[src/include/mmss_pkg.sv]
// shared constants and carrier types of the reduced-mode status serializer
`default_nettype none
package mmss_pkg;
  localparam int CLK_MHZ = 100;
  localparam int SLOT_NS = 100;
  localparam int SLOT_CYC_INT = (SLOT_NS * CLK_MHZ + 999) / 1000;
  localparam int SLOT_CYC = (SLOT_CYC_INT < 1) ? 1 : SLOT_CYC_INT;
  localparam int CYC_W = 4;
  localparam int TP_PORTS = 8;
  localparam int STATUS_BITS = 9;
  localparam int FRAME_SLOTS = 10;
  localparam int BIT_W = 4;
  localparam logic [CYC_W-1:0] CYC_LAST = CYC_W'(SLOT_CYC - 1);
  localparam logic [BIT_W-1:0] BIT_BLANK = BIT_W'(FRAME_SLOTS - 1);
  localparam logic [BIT_W-1:0] BIT_LAST_STATUS = BIT_W'(STATUS_BITS - 1);
  localparam logic [BIT_W-1:0] BIT_RST = 4'h0;
  localparam logic [CYC_W-1:0] CYC_RST = 4'h0;
  localparam logic [1:0] GRP_SQE_POL = 2'h0;
  localparam logic [1:0] GRP_BIT_RATE = 2'h1;
  localparam logic [1:0] GRP_LOOP_LINK = 2'h2;
  localparam logic [1:0] GRP_PARTITION = 2'h3;
  localparam logic [1:0] GRP_RST = GRP_SQE_POL;

  typedef struct packed {
    logic aui_loopback;
    logic aui_sqe_err;
    logic [TP_PORTS-1:0] tp_link_pass;
    logic [TP_PORTS-1:0] tp_pol_reversed;
    logic [STATUS_BITS-1:0] partitioned;
    logic [STATUS_BITS-1:0] bit_rate_err;
  } mmss_status_t;

  typedef enum logic [2:0] {
    ST_OFF = 3'b001,
    ST_SHIFT = 3'b010,
    ST_BLANK = 3'b100
  } mmss_state_t;
endpackage : mmss_pkg
`default_nettype wire

[src/core/mmss_top.sv]
// reduced-mode status serializer: strap capture, group select, frame shifter
//
// Behaviour
// Strap high while reset is held selects reduced mode, else normal.
// In reduced mode the command pin in reset enables polarity fix at 1.
// The outside party drops the strap within 100 ns of reset release.
// The mode is caught only during reset and holds until the next one.
// Reduced mode refuses the normal management get and set commands.
// Select 00 SQE+polarity, 01 bit rate, 10 loopback+link, 11 partition.
// A frame is ten slots: attachment bit, ports 0 to 7, one blank slot.
// The window strobe is active in the blank slot after the status bits.
// Each status bit stands for exactly one 100 ns slot on the output.
// Select pins are read once per frame, on the edge before strobe falls.
// Select pins may move at any time; a change acts at the next sample.
// Output and strobe keep the carrier activity stream format and timing.
// A link bit reads 0 in link fail and 1 once the link works.
// A polarity bit reads 0 for normal and 1 for reversed polarity.
// One frame carries a single group across its nine status slots.
`default_nettype none
module mmss_top (
  // clock (crystal clock) and reset
  input wire logic CLK_IN,
  input wire logic RESET_IN,
  // strap and select pins
  input wire logic MODE_STRAP_IN,
  input wire logic SERIAL_CMD_IN,
  input wire logic SERIAL_CLK_IN,
  // per-port status from the repeater core
  input wire mmss_pkg::mmss_status_t STATUS_IN,
  // serial stream
  output logic SERIAL_STATUS_OUT,
  output logic WINDOW_STROBE_OUT,
  // mode indications
  output logic MIN_MODE_OUT,
  output logic POL_CORRECT_EN_OUT,
  output logic MGMT_CMD_ENABLE_OUT
);
  import mmss_pkg::*;

  logic min_mode_ff;
  logic nxt_min_mode;
  logic pol_en_ff;
  logic nxt_pol_en;

  mmss_state_t state_ff;
  mmss_state_t nxt_state;
  logic [CYC_W-1:0] cyc_ff;
  logic [CYC_W-1:0] nxt_cyc;
  logic [BIT_W-1:0] bit_ff;
  logic [BIT_W-1:0] nxt_bit;
  logic [1:0] group_ff;
  logic [1:0] nxt_group;
  logic serial_ff;
  logic nxt_serial;
  logic strobe_ff;
  logic nxt_strobe;

  logic [STATUS_BITS-1:0] frame_vec;
  logic [STATUS_BITS-1:0] grp_vec [4];
  logic sample_pt;
  logic slot_start;
  logic first_bit;

  localparam logic [6:0] POS_LAST = 7'(FRAME_SLOTS * SLOT_CYC - 1);
  localparam logic [6:0] POS_BLANK = 7'(STATUS_BITS * SLOT_CYC);
  logic [6:0] chk_pos_ff;
  logic [6:0] nxt_chk_pos;

  // strap latch: follows the pins while reset is held, frozen after
  // release; needs the clock running during reset
  always_comb begin
    nxt_min_mode = min_mode_ff;
    nxt_pol_en = pol_en_ff;
    if (RESET_IN) begin
      nxt_min_mode = MODE_STRAP_IN;
      nxt_pol_en = MODE_STRAP_IN & SERIAL_CMD_IN;
    end
  end

  always_ff @(posedge CLK_IN) begin
    min_mode_ff <= nxt_min_mode;
    pol_en_ff <= nxt_pol_en;
  end

  assign MIN_MODE_OUT = min_mode_ff;
  assign POL_CORRECT_EN_OUT = pol_en_ff;
  assign MGMT_CMD_ENABLE_OUT = ~min_mode_ff;

  // group vectors, bit 0 is the attachment port
  assign grp_vec[GRP_SQE_POL] =
    {STATUS_IN.tp_pol_reversed, STATUS_IN.aui_sqe_err};
  assign grp_vec[GRP_BIT_RATE] = STATUS_IN.bit_rate_err;
  assign grp_vec[GRP_LOOP_LINK] =
    {STATUS_IN.tp_link_pass, STATUS_IN.aui_loopback};
  assign grp_vec[GRP_PARTITION] = STATUS_IN.partitioned;
  // next group, so the first slot already shows the new selection
  assign frame_vec = grp_vec[nxt_group];

  // last cycle of the blank slot, the edge before the strobe falls
  assign sample_pt = (state_ff == ST_BLANK) && (cyc_ff == CYC_LAST);

  always_comb begin
    nxt_state = state_ff;
    nxt_cyc = cyc_ff;
    nxt_bit = bit_ff;
    nxt_group = group_ff;
    unique case (state_ff)
      ST_OFF: begin
        nxt_cyc = CYC_RST;
        nxt_bit = BIT_RST;
        if (min_mode_ff) begin
          nxt_state = ST_SHIFT;
        end
      end
      ST_SHIFT: begin
        if (cyc_ff == CYC_LAST) begin
          nxt_cyc = CYC_RST;
          nxt_bit = bit_ff + 4'h1;
          if (bit_ff == BIT_LAST_STATUS) begin
            nxt_state = ST_BLANK;
          end
        end else begin
          nxt_cyc = cyc_ff + 4'h1;
        end
      end
      ST_BLANK: begin
        if (cyc_ff == CYC_LAST) begin
          nxt_cyc = CYC_RST;
          nxt_bit = BIT_RST;
          nxt_state = ST_SHIFT;
          nxt_group = {SERIAL_CLK_IN, SERIAL_CMD_IN};
        end else begin
          nxt_cyc = cyc_ff + 4'h1;
        end
      end
      default: begin
        nxt_state = ST_OFF;
      end
    endcase
  end

  // outputs registered from the next counters so they line up with them
  always_comb begin
    nxt_serial = 1'b0;
    nxt_strobe = 1'b0;
    if (nxt_state == ST_SHIFT) begin
      nxt_serial = frame_vec[nxt_bit];
    end
    if (nxt_state == ST_BLANK) begin
      nxt_strobe = 1'b1;
    end
  end

  always_ff @(posedge CLK_IN or posedge RESET_IN) begin
    if (RESET_IN) begin
      state_ff <= ST_OFF;
      cyc_ff <= CYC_RST;
      bit_ff <= BIT_RST;
      group_ff <= GRP_RST;
      serial_ff <= 1'b0;
      strobe_ff <= 1'b0;
    end else begin
      state_ff <= nxt_state;
      cyc_ff <= nxt_cyc;
      bit_ff <= nxt_bit;
      group_ff <= nxt_group;
      serial_ff <= nxt_serial;
      strobe_ff <= nxt_strobe;
    end
  end

  assign SERIAL_STATUS_OUT = serial_ff;
  assign WINDOW_STROBE_OUT = strobe_ff;

  assign slot_start = (state_ff == ST_SHIFT) && (cyc_ff == CYC_RST);
  assign first_bit = frame_vec[0];

  // shadow frame position for the checks, apart from the shifter counters
  always_comb begin
    nxt_chk_pos = chk_pos_ff;
    if ((state_ff == ST_OFF) || (chk_pos_ff == POS_LAST)) begin
      nxt_chk_pos = 7'h00;
    end else begin
      nxt_chk_pos = chk_pos_ff + 7'h01;
    end
  end

  always_ff @(posedge CLK_IN or posedge RESET_IN) begin
    if (RESET_IN) begin
      chk_pos_ff <= 7'h00;
    end else begin
      chk_pos_ff <= nxt_chk_pos;
    end
  end
endmodule : mmss_top
`default_nettype wire

[config.mk]
export PLATFORM = sky130hd
export DESIGN_NAME = mmss_top
export DESIGN_NICKNAME = d
export VERILOG_FILES = /design/src/include/mmss_pkg.sv /design/src/core/mmss_top.sv
export SDC_FILE = /design/constraint.sdc
export NUM_CORES = 1
export LEC_CHECK = 0
export ABC_AREA = 0
export BUFFER_PORTS_ARGS = -buffer_cell sky130_fd_sc_hd__clkbuf_2
export CAP_MARGIN = 25
export CORE_MARGIN = 2
export CORE_UTILIZATION = 53
export DETAILED_ROUTE_END_ITERATION = 6
export GPL_TIMING_DRIVEN = 1
export PLACE_DENSITY = 0.8
export SLEW_MARGIN = 20
export SYNTH_ARGS = -nofsm -noshare
export SYNTH_HDL_FRONTEND = slang
export SYNTH_SLANG_ARGS = --single-unit
[constraint.sdc]
create_clock -name CLK_IN -period 4.5 [get_ports CLK_IN]
set_clock_uncertainty 0.15 [all_clocks]
set_input_delay 0.9 -clock CLK_IN [delete_from_list [all_inputs] [get_ports CLK_IN]]
set_output_delay 0.9 -clock CLK_IN [all_outputs]
set_load 0.02 [all_outputs]
Word level (Yosys, flattened, before mapping)

Index checks and enable logic that the tools add are counted.

Flip-flop bits (word level): 17
Latch bits: 0
Bits in writable memories: 0
Memory bits (read-only): 0
Input bits: 41
Output and inout bits: 5
Logic and storage cells: 43
Memories: 0

$add $sub $neg: 2
Multipliers: 0
Div/mod/pow operators: 0
Order comparisons: 2
Equality and inequality tests: 7
Shift operators: 0
Multiplexer cells: 19
Bitwise operators: 3
Reductions and logical operators: 2

Operator list:

| operator                                           | count |
|---|---|
| binary-select mux 9 bit (select 2 bit)             | 1 |
| 2-to-1 mux 9 bit                                   | 2 |
| 2-to-1 mux 3 bit                                   | 4 |
| 2-to-1 mux 4 bit                                   | 3 |
| one-hot mux 4 bit (3 select lines)                 | 1 |
| one-hot mux 3 bit (3 select lines)                 | 1 |
| adder 4 x 1 -> 4 bit, second input constant        | 2 |
| == test 4 bit, second input constant               | 2 |
| one-hot mux 4 bit (2 select lines)                 | 1 |
| == test 3 x 2 -> 1 bit, second input constant      | 2 |
| == test 3 bit, second input constant               | 2 |
| < comparator 4 x 5 -> 1 bit, second input constant | 1 |
| binary-select mux 1 bit (select 4 bit)             | 1 |
| 2-to-1 mux 2 bit                                   | 2 |
| == test 3 x 1 -> 1 bit, second input constant      | 1 |
| >= comparator 3 bit, second input constant         | 1 |
| 2-to-1 mux 1 bit                                   | 3 |
| inverter 2 -> 3 bit                                | 1 |
| nonzero test 2 bit                                 | 1 |
| OR reduction 2 bit                                 | 1 |
| AND 1 bit                                          | 1 |
| inverter 1 bit                                     | 1 |

Depth between registers and ports, before layout

Gate-level depths: netlist of the first run.

Depth in word-level cells: 10
Depth in mapped cells: 15
Gate-level depth less buffers: 13

Least setup slack after synthesis of the first run

No wires, ideal clock.

Path type: register to register
From: register cyc_ff[0]
To: register serial_ff, in the netlist SERIAL_STATUS_OUT
Setup time: 0.120 ns
Arrival time: 2.870 ns
Path slack: 1.359 ns
Cell stages (with the launch flop): 15
Path buffers: 2
Path through: dfrtp_1 -> ha_1 -> and3b_1 -> buf_2 -> inv_2 -> buf_2 -> ha_1 -> nor3b_1 -> o21ai_0 -> nand2_2 -> inv_1 -> mux2_2 -> o32ai_1 -> or3_1 -> a41o_1

Elaborated cells on any way between the ends: 17

RTL lines:

| element                                    | line                             | text |
|---|---|---|
| from (decl)                                | mmss_top.sv:47                   | `logic [CYC_W-1:0] cyc_ff;` |
| from (signal assigned)                     | mmss_top.sv:164                  | `cyc_ff <= nxt_cyc;` |
| == test 4 bit (*)                          | mmss_top.sv:116, mmss_top.sv:127 |  |
| 2-to-1 mux 4 bit, on equally long branches | mmss_top.sv:127, mmss_top.sv:116 |  |
| one-hot mux 4 bit (3 select lines) (*)     | mmss_top.sv:107                  | `unique case (state_ff)` |
| named net nxt_bit[0]                       | mmss_top.sv:50                   | `logic [BIT_W-1:0] nxt_bit;` |
| binary-select mux 1 bit (select 4 bit) (*) | mmss_top.sv:147                  | `nxt_serial = frame_vec[nxt_bit];` |
| 2-to-1 mux 1 bit (not written as such) (*) | mmss_top.sv:147                  |  |
| 2-to-1 mux 1 bit (*)                       | mmss_top.sv:146                  | `if (nxt_state == ST_SHIFT) begin` |
| named net nxt_serial                       | mmss_top.sv:54                   | `logic nxt_serial;` |
| to (signal assigned)                       | mmss_top.sv:167                  | `serial_ff <= nxt_serial;` |
| to (decl)                                  | mmss_top.sv:53                   | `logic serial_ff;` |

Mark *: on every way through the listed nets, which the timed path passes. The rest lies on a longest branch. The select of a mux whose other input is x is not followed.
A chain may end at the register's enable or synchronous reset.

Final worst setup path of the first run

Ends and elaborated chain as after synthesis.

==> summary.md, run 1 <==
The flow ran to the end, and the final reports show no timing, DRC or antenna violations. The clock reaches the later pin of the worst-skew pair after 300 ps. The clock passes through at most 2 buffers.

The worst hold path begins at cyc_ff[3]. After synthesis the netlist holds a flip-flop and latch count of 17. The final count of hold timing violations was 0. On the critical path, the stage with the largest delay is an instance of dfrtp_1. Summed over all nets, the half-perimeter wirelength after detailed placement is 3.03 mm. A synthesized cell averages 8.01 um2.

The first TritonRoute pass finished after 4 iterations. For the worst setup path, the data arrival time is 3330 ps. The growth of design area from synthesis to finish works out to 13.8%. VDD sags by at most 105 uV. The tools report the CTS buffer count as 3.

The number of nets in the layout was 294. The floorplan step defined a die boundary enclosing 0.00369 mm2. The share of the synthesized netlist area taken by xor and xnor gates was 0.00513; the overall die height was 60.7 um.

After synthesis the cells add up to 0.00171 mm2. The vias per cell was 5.74; the share of the synthesized area in compound gates (AO/OA/AOI/OAI) was 0.277. The critical path goes through ha_1, and3b_1, inv_2, ha_1, nor3b_1, o21ai_0, nand2_2, inv_1, mux2_2, o32ai_1, or3_1, a41o_1. The number of clock sinks is 17, and the power density of the placed cells is 303 mW/mm2. Routed wire length per instance: 13.6 um.

TritonCTS built the clock tree. The tools report the slack of the worst reg-to-reg path as 1220 ps. The count of mapped cells out of synthesis was 213; the minimum period implied by the final worst setup slack was 3280 ps.

For the overall power, the log shows 0.589 mW. The logs give 0 ps for the sum of negative setup slack and 1548 for the via count of the first global-routing pass. The kind of critical path is reg -> reg. The run gives 0.559 as the initial cell density of the core. Setup repair after global routing left no endpoint under its margin. For this block, the initial DRC count from the detailed router was 86. Counting flops with a built-in enable in the synthesized netlist gives 2. Along the worst path, the maximum fanout reaches 17. Derived from the worst setup path, the maximum achievable clock frequency is 305 MHz. Along the worst hold path, the cell count comes to 2. The logs give 0 for the post-cts repair resize count and 0 for the number of buffers added to fix hold violations after cts. For the worst flop-to-flop path, the logic depth is 12.

The number of core rows came out at 20. Once detail routing completed, the nets flagged for antenna violations numbered 0. The simple-gate area share of the yosys netlist is 0.290, and the distinct cell type count after synthesis is 58. The all-layer global routing usage was 0.236; the post-CTS setup repair buffer count was 0. Mux contribution to synthesized area: 0.0543. The endpoint with the worst hold slack is cyc_ff[3].

The first global-routing pass estimated 6.76 mm of wire. Setup violations remaining at the end of the flow were counted as 0. The capture instance of the worst register-to-register path is SERIAL_STATUS_OUT. STA classifies the critical path startpoint as a flip-flop. The tools report the post-detailed-route DRC marker count as 0.

Max-cap violations in this run came to 0. The cell sitting at the root of the clock tree is a clkbuf_4. After synthesis, the largest family of logic cells by area is simple AND/OR/NAND/NOR gates.

Clock-pin slew was measured on the worst setup and hold paths at 100 ps. For the pin with the worst max-slew slack, the measured transition is 760 ps. STA classifies the critical path endpoint as a flip-flop. The logs give 288 for the number of inserted filler cells in the final layout and 27 for the pin count of the biggest net entering global routing.

The number of antenna diodes in the final layout is 0. Fraction of final layout cells with drive strength greater than 1: 0.263. The startpoint of the worst register-to-register path was cyc_ff[0].

Data on the critical path is required at its endpoint by 4550 ps. The number of nets in the synthesized netlist is 259. The count of input and output buffers came out at 45.

In the synthesized netlist the dominant register cell turns out to be dfrtp_1. The worst stage delay on the critical path was 450 ps. The adder and majority gate portion of the synthesized area is 0.0425, and the Yosys warning count is 0.

Overflow left after global routing: 0. Summed over all layers, the routed wires come to 3.95 mm. For this design the top-level I/O count stands at 46.

The core box area came out at 0.00305 mm2. Number of H-tree branching levels: 1. Across all layers, the routed design uses 1671 vias. Critical path's most frequent cell: ha_1. In this run the static leakage power is 0.926 nW. The global placer's final weighted congestion came out at 0.875.

From left edge to right edge, the die measures 60.7 um. Worst slew margin relative to its limit: 0.493. The worst hold path belongs to the class reg -> reg. The fraction of registers with async set/reset is 0.882, and the initial antenna violation count is 0. The portion of the clock cycle consumed by the worst path in the final layout is 0.729.

The register area share after synthesis was 0.256; the number of pins exceeding their max-slew limit in the final report was 0.
## cell usage in the layout, fill, tap and decap left out, types with 2 or more instances in the layout
cell        n
nand3_1     6
nand2_2     2
a32o_1      2
o21ai_0     5
inv_1      11
or3b_1      2
dfrtp_1    14
a21oi_1     9
nor2_1     13
nand2_1    20
a2111oi_0   3
nor2b_1     5
nand2b_1   11
or3_1       2
mux2_2      2
clkbuf_2   45
ha_1        5
and3_1      9
a211o_1     4
nor3_1      6
a211oi_1    9
a2bb2oi_1   2
nor3b_1     3
a311oi_1    3
nor4b_1     2
edfxtp_1    2
inv_2       2
o22ai_1     2
clkbuf_4    3
and2_1      4
mux2i_1     7
a211oi_2    2
a22oi_1     5
o31ai_1     2
## layer usage
| layer | global-route usage | share of wire |
|---|---|---|
| met5 | 0 | 0 |
| met4 | 0.0466 | 0.0073 |
| met3 | 0.0235 | 0.046 |
| met2 | 0.404 | 0.48 |
| met1 | 0.325 | 0.47 |
## state kept, by name, indices dropped and copies added (netlist names)
signal / flops
SERIAL_STATUS_OUT: 1
group_ff: 2
bit_ff: 4
cyc_ff: 4
state_ff: 3
MIN_MODE_OUT: 1
POL_CORRECT_EN_OUT: 1
WINDOW_STROBE_OUT: 1
## where the power goes
part | internal, mW | switching (mW) | total [mW]
clock network | 0.0332 | 0.0518 | 0.0850
logic | 0.122 | 0.128 | 0.251
registers | 0.184 | 0.0691 | 0.253
## worst max path at each step
stage,startpoint,to,slack (ps),cells after the start
3_5_place_dp,cyc_ff[0],SERIAL_STATUS_OUT,1250,12
2_1_floorplan,cyc_ff[0],SERIAL_STATUS_OUT,1360,14
3_3_place_gp,cyc_ff[0],SERIAL_STATUS_OUT,1320,12
6_report,cyc_ff[0],SERIAL_STATUS_OUT,1220,12
5_1_grt,state_ff[2],SERIAL_STATUS_OUT,1000,7
4_1_cts,cyc_ff[0],SERIAL_STATUS_OUT,1250,12
## synth_stat cells, drive strengths merged, types with 3 or more instances
master / n / area [um2]
nand2b: 11 / 68.8
a211oi: 11 / 92.6
nor3b: 4 / 41.3
nor3: 6 / 30.0
inv: 13 / 48.8
buf: 11 / 61.3
nand2: 22 / 87.6
o21ai: 7 / 46.3
mux2i: 7 / 70.1
a22oi: 5 / 37.5
ha: 5 / 62.6
a21oi: 10 / 53.8
nand3: 6 / 30.0
nor2: 13 / 48.8
nor2b: 5 / 31.3
and3: 9 / 56.3
and2: 4 / 25.0
clkbuf: 5 / 18.8
a2111oi: 3 / 26.3
dfrtp: 14 / 350
a211o: 4 / 35.0
a311oi: 3 / 26.3
## layout make-up
type                       count  area (um2)  area share
clock buffer                   3        22.5      0.0116
clock inverter                 1        5.00     0.00258
inverter                      13        48.8      0.0251
multi-input combinational    167        1140       0.588
sequential                    17         437       0.225
tap                           44        55.1      0.0284
timing repair buffer          46         233       0.120
## cells by family (layout without fill, tap and decap cells)
family,count (synthesis),after routing
xor gates and xnor gates,1,1
buffers and inverters,29,63
DFF,17,17
and+or+nand+nor,90,90
AOI/OAI and AO/OA,61,61
adders and majority gates,6,6
muxes,9,9
## critical path: cells and delay by family (launching register included)
family	cells	cell delay, ps
AND/OR/NAND/NOR	4	830
AO/OA/AOI/OAI	3	600
adder cells (fa/ha/maj)	2	500
flip-flops	1	450
buffers and inverters	2	450
multiplexers	1	180
## metrics by stage
step                      hold slack (ps)  setup WS, ps  cell area (um2)  std cells  utilization
final                                 421          1220             1940        291        0.636
after global routing                  450          1000             1940        291        0.636
after CTS                             431          1250             1940        291        0.636
after detailed placement              405          1250             1910        287        0.627
after global placement                395          1320             1910        287        0.627
after floorplan                       347          1360             1710        213            -
No activity file was read; power rests on OpenSTA's default activity.
==> run 2, diff against run 1 <==
==> constraint.sdc (replaced) <==
create_clock -name CLK_IN -period 3.35 [get_ports CLK_IN]
set_clock_uncertainty 0.15 [all_clocks]
set_input_delay 0.67 -clock CLK_IN [delete_from_list [all_inputs] [get_ports CLK_IN]]
set_output_delay 0.67 -clock CLK_IN [all_outputs]
set_load 0.02 [all_outputs]
==> run 2 against run 1 <==
Net effect:
- routed wire length increased by 4.7%
- sequential share of layout area fell by 0.43 points
- hold slack got worse by 130 ps
- largest cell class unchanged
- global-route usage rose by 2.0 points
==> summary.md, run 2 (synthesized netlist as in run 1, its figures left out) <==
The top cell types in the final layout, fill and taps aside, are clkbuf_2, nand2_1, dfrtp_1. For the initial cell density of the core, the log shows 0.559. The multi-input combinational cells in the finished layout cover a total of 0.00114 mm2. The analysis attributes to net switching a power of 0.350 mW. For the worst slew margin relative to its limit, the log shows 0.590.

At the worst endpoint, the required time is 3400 ps. In the final layout, the registers with the most flip-flops are bit_ff (4), cyc_ff (4), state_ff (3). The design draws 0.821 mW.

For this design the ratio of total power to cell area is 415 mW/mm2. The total I/O pin count is 46, and the number of pins exceeding their max-slew limit in the final report is 0. The violation count after the first detailed-route iteration was 97; the overflow left after global routing was 0. Setup repair after global routing left no endpoint under its margin. The number of clock buffers added by TritonCTS is 3. Clock-pin slew on the worst setup and hold paths: 110 ps. Leaving out fill and tap cells, the most frequent cell in the layout is clkbuf_2. The fraction of final layout cells with drive strength greater than 1 works out to 0.278. The tools report the total die area as 0.00369 mm2.

The combinational fraction of design power was 0.518; the portion of the clock cycle consumed by the worst path in the final layout was 0.894. For the finished layout, the period the worst path requires is 3000 ps. The startpoint type of the worst setup path was a flip-flop. The internal power of the cells totals 0.471 mW. Wires add up to 4.14 mm. Once detailed placement completed, the half-perimeter wirelength came to 3.16 mm.

The run gives 300 ps as the clock insertion delay at the later pin of the skew report. The die is 60.7 um tall. The cell sitting at the root of the clock tree is a clkbuf_4.

The highest-utilization routing layer at the global route stage was met2. The growth of design area from synthesis to finish is 16.0%, and the number of violations of the max-capacitance limit is 0. For the met1 global-route usage, the log shows 0.335. Die extent in x: 60.7 um. Entering global routing, the biggest net connects 26 pins.

The logs give 17 for the number of clock sinks and 0.0426 for the met3 track demand over resource in global routing. The critical path data arrival time was 3050 ps; the via count of the first global-routing pass was 1592. By startpoint and endpoint, the worst setup path is classified as reg -> reg. At the placement stage, the worst setup path has a slack of 384 ps. After detailed routing, the number of remaining DRC violations is 0. The tools report the final count of hold timing violations as 0. The logs give 299 for the number of nets in the layout and 0.137 for the fraction of power consumed by the clock network. The worst min-delay path category was in -> async. The all-layer global routing usage came out at 0.256. The vias after detailed routing was 1739. The total area inside the core boundary comes to 0.00305 mm2.

In this run the static leakage power is 0.951 nW. The number of buffers on the longest clock path is 2, and the initial antenna violation count is 0. For the sum of negative setup slack, the log shows 0 ps. The worst setup path is captured at a flip-flop. For the number of detailed-routing iterations run before antenna repair, the log shows 4. Once the clock tree was built, the resizer swapped 0 gates to a different size. After detailed routing, the number of vias per cell comes to 5.88. In this run the tool buffered the top-level ports with 45 buffer cells. Across the whole layout, storage elements account for 437 um2. TritonCTS built the clock tree.

At the pin with the least slew margin, the transition time is 614 ps. The final count of negative-setup-slack endpoints is 0, and the routed wire length per instance is 14.0 um. Routing usage on met2: 0.436. The run finished with clean final reports. After filler insertion, the fill cell instance count of the layout stands at 284.

The number of H-tree branching levels came out at 1. The number of buffers added to fix hold violations after cts was 0; the post-CTS setup repair buffer count was 0. The run gives 0 as the antenna diode count. After floorplanning, the core was divided into 20 placement rows.

The tools report the maximum vdd drop as 147 uV. Of all nets on the critical path, the largest fanout is 10. The global placer's final weighted congestion is 0.861, and the first-pass GRT wire length is 7.16 mm.

The residual antenna-violating net count after detailed routing was 0; the switching part of the total was 0.427. The logs give 334 MHz for the fmax and 0.345 for the share of total power in sequential cells. Across all setup checks in the final design, the least slack found is 354 ps.
run 2: final timing paths:
kind,startpoint,endpoint,slack [ps],cells past startpoint
max,cyc_ff[0],SERIAL_STATUS_OUT,350,12
min,RESET_IN,SERIAL_STATUS_OUT,300,2
max reg2reg,cyc_ff[0],SERIAL_STATUS_OUT,350,12
min reg2reg,cyc_ff[3],cyc_ff[3],440,2
max in group asynchronous,RESET_IN,cyc_ff[1],2350,2
min in group CLK_IN,MODE_STRAP_IN,MIN_MODE_OUT,430,1
run 2: area by class of cell:
class / count / share of cell area
Tap cell: 44 / 0.0278
Inverter: 13 / 0.0247
Sequential cell: 17 / 0.221
Multi-Input combinational cell: 167 / 0.576
Timing Repair Buffer: 51 / 0.137
Clock buffer: 3 / 0.0114
Clock inverter: 1 / 0.00253
run 2: critical path, stage by stage, from the launching register on:
cell,delay [ps]
dfrtp_1,460
ha_1,220
and3b_1,190
inv_2,60
ha_1,210
nor3b_1,130
o21ai_0,260
nand2_2,200
inv_1,200
mux2_2,180
o32ai_1,60
or3_1,330
a41o_1,240
run 2: stage by stage:
| step | hold WS, ps | std cells | cell area, um2 | utilization |
|---|---|---|---|---|
| 4_1_cts | 310 | 296 | 1980 | 0.648 |
| 3_5_place_dp | 410 | 292 | 1950 | 0.639 |
| 5_1_grt | 330 | 296 | 1980 | 0.648 |
| 6_report | 296 | 296 | 1980 | 0.648 |
| 3_3_place_gp | 401 | 292 | 1950 | 0.639 |
| 2_1_floorplan | 347 | 213 | 1710 | - |
run 2: power groups by stage:
stage	Clock [mW]	Combinational, mW	Sequential (mW)
6_report	0.112	0.425	0.283
5_1_grt	0.126	0.475	0.287
4_1_cts	0.115	0.420	0.282
3_5_place_dp	0	0.415	0.287
3_3_place_gp	0	0.405	0.284
2_1_floorplan	0	0.298	0.293
run 2: per-layer routing:
| layer | vias to the layer above | share of wire |
|---|---|---|
| met1 | 793 | 0.45 |
| met4 | 0 | 0.015 |
| met3 | 8 | 0.068 |
| li1 | 863 | - |
| met5 | - | 0 |
| met2 | 75 | 0.46 |
==> run 3, diff against run 2 <==
--- a/config.mk
+++ b/config.mk
@@ -8,7 +8,6 @@
 export ABC_AREA = 0
 export BUFFER_PORTS_ARGS = -buffer_cell sky130_fd_sc_hd__clkbuf_2
 export CAP_MARGIN = 25
-export CORE_MARGIN = 2
 export CORE_UTILIZATION = 53
 export DETAILED_ROUTE_END_ITERATION = 6
 export GPL_TIMING_DRIVEN = 1
==> run 3 against run 2 <==
Net effect:
- hold slack worse by 18 ps
- setup slack worse by 13 ps
- sequential power is 4% higher
- core utilization stayed put
- cell area stayed put
- critical path type unchanged
- count of clock-buffer cells in the layout stayed put
- combinational power is 4% lower
- via count is 1.3% lower
==> summary.md, run 3 (synthesized netlist as in run 1, its figures left out) <==
The run gives 0 as the initial antenna violation count. The all-layer global routing usage is 0.255, and the vias per cell is 5.80. At the worst endpoint, the required time is 3400 ps.

The final count of negative-setup-slack endpoints was 0; the overall die height was 58.7 um. In this run the worst path has a maximum fanout of 10. In this run the worst hold path is classified as in -> async.

The routed wire length per instance was 13.5 um; the via count of the first global-routing pass was 1606. Kind of critical path: reg -> reg. For the initial cell density of the core, the log shows 0.559. The post-CTS setup repair buffer count was 0; the depth of the worst register-to-register path was 13.

For the met1 global-route usage, the log shows 0.328. Clock tree synthesis selected as its root buffer the cell clkbuf_4. The worst slew margin relative to its limit came out at 0.607. In this run the critical register-to-register path is captured at SERIAL_STATUS_OUT. The share of total power in sequential cells came out at 0.360.

At the pin with the least slew margin, the transition time is 589 ps. Clock tree synthesis inserted a total of 3 buffers. The detailed router finished its first iteration with 86 violations. The fraction of final layout cells with drive strength greater than 1 is 0.278. In this run the core area contains 20 standard-cell rows. Setup repair after global routing left no endpoint under its margin. Gates resized during post-CTS repair numbered 0. Global routing finished with a remaining overflow of 0.

The layer flagged by global routing as most heavily used is met2. Fraction of power consumed by the clock network: 0.142. The repair_antennas step left the layout with diodes totalling 0. The count of nets left with antenna violations once routing finished came out at 0.

In this run the power spent charging and discharging nets is 0.346 mW. After legalization and detailed placement, the total HPWL measured 3.09 mm. In this run the critical register-to-register path is launched from cyc_ff[1].

For the pin count of the biggest net entering global routing, the log shows 26. The run finished with clean final reports. The worst setup path is captured at a flip-flop.

The most frequent standard cell in the layout excluding fill and tap cells was clkbuf_2. In the layout the commonest cells are clkbuf_2, nand2_1, dfrtp_1. Worst-case setup slack after placement: 350 ps.

For the worst-skew pair, the clock arrives at the later sink with an insertion delay of 300 ps. On the final layout, the worst hold slack is 277 ps. The internal portion of the total power is 0.470 mW. Routability-driven placement finished with a final weighted congestion of 0.843. The die covers 0.00345 mm2. The core box area came out at 0.00305 mm2.

The logs give 0.498 for the combinational fraction of design power and 1716 for the vias after detailed routing. For this design the ratio of total power to cell area is 412 mW/mm2. The number of H-tree branching levels came out at 1.

Setup total negative slack on the finished layout was measured at 0 ps. Across the VDD grid, the largest voltage drop is 175 uV. The portion of the clock cycle consumed by the worst path in the final layout came out at 0.898.

The met3 track demand over resource in global routing came out at 0.0286. 46 I/O pins were placed. Data arrives at the worst endpoint at 3060 ps.

For this design, the CTS-stage hold fixing added 0 buffers. Number of nets in the layout: 299. For the number of detailed-routing iterations run before antenna repair, the log shows 4.

The fmax came out at 332 MHz. Input and output buffers added on the ports amount to 45. The logs give 0.648 for the post-route core utilization and 0 for the number of violations of the max-capacitance limit. The final layout contains routed wiring with a total length of 3.98 mm. TritonCTS built the clock tree.

Compared with the post-synthesis result, the final layout area differs by 16.0%. The number of pins exceeding their max-slew limit in the final report is 0, and the slack of the worst reg-to-reg path is 340 ps. In the final layout, the registers with the most flip-flops are bit_ff (4), cyc_ff (4), state_ff (3). The run gives 341 ps as the worst setup slack after layout. The tools report the routing usage on met2 as 0.458. The die is 58.7 um wide.

The minimum period implied by the final worst setup slack was 3010 ps; the first-pass GRT wire length was 6.89 mm. The clock net in this run drives a total of 17 sinks. The worst setup path is launched from a flip-flop. For this run, design rule violations remaining after detail routing come to 0. The switching part of the total is 0.424, and the clock-pin slew on the worst setup and hold paths is 120 ps.

The analysis attributes to cell leakage a power of 0.951 nW. The final count of hold timing violations came out at 0. The number of buffers on the longest clock path was 2.
run 3: cell counts in the layout (fill, tap and decap cells not counted):
Identical to the previous run, type by type.
run 3: power by group through the flow:
stage	Combinational [mW]	Clock, mW	Sequential [mW]
floorplan	0.298	0	0.293
global placement	0.394	0	0.295
detailed placement	0.405	0	0.299
CTS	0.407	0.115	0.295
global route	0.453	0.125	0.301
finish	0.407	0.116	0.294
run 3: layer usage:
metal / up-vias / share of wire
met1: 781 / 0.45
met4: 0 / 0.0073
met2: 63 / 0.48
met5: - / 0
li1: 868 / -
met3: 4 / 0.055
run 3: worst max path at each step:
stage | start | end | slack (ps) | cells after the start
floorplan | cyc_ff[0] | SERIAL_STATUS_OUT | 210 | 14
global placement | cyc_ff[0] | SERIAL_STATUS_OUT | 490 | 12
detailed placement | cyc_ff[1] | SERIAL_STATUS_OUT | 350 | 13
CTS | cyc_ff[1] | SERIAL_STATUS_OUT | 360 | 13
global route | cyc_ff[1] | SERIAL_STATUS_OUT | 180 | 13
finish | cyc_ff[1] | SERIAL_STATUS_OUT | 340 | 13
run 3: area by class of cell:
cell class	instances	area, um2
Clock buffer	3	22.5
Clock inverter	1	5.00
Fill cell	288	1070
Inverter	13	48.8
Multi-Input combinational cell	167	1140
Sequential cell	17	437
Tap cell	44	55.1
Timing Repair Buffer	51	270
run 3: worst max-delay path: stages (launching register included):
cell	delay, ps
dfrtp_1	430
inv_1	90
ha_1	130
and3b_1	190
inv_2	40
ha_1	250
nor3b_1	140
o21ai_0	290
nand2_2	210
inv_1	200
mux2_2	180
o32ai_1	60
or3_1	320
a41o_1	240
run 3: per-stage QoR:
stage,instance area [um2],cells,power (mW)
6_report,1980,296,0.816
5_1_grt,1980,296,0.879
4_1_cts,1980,296,0.817
3_5_place_dp,1950,292,0.704
3_3_place_gp,1950,292,0.689
2_1_floorplan,1710,213,0.591
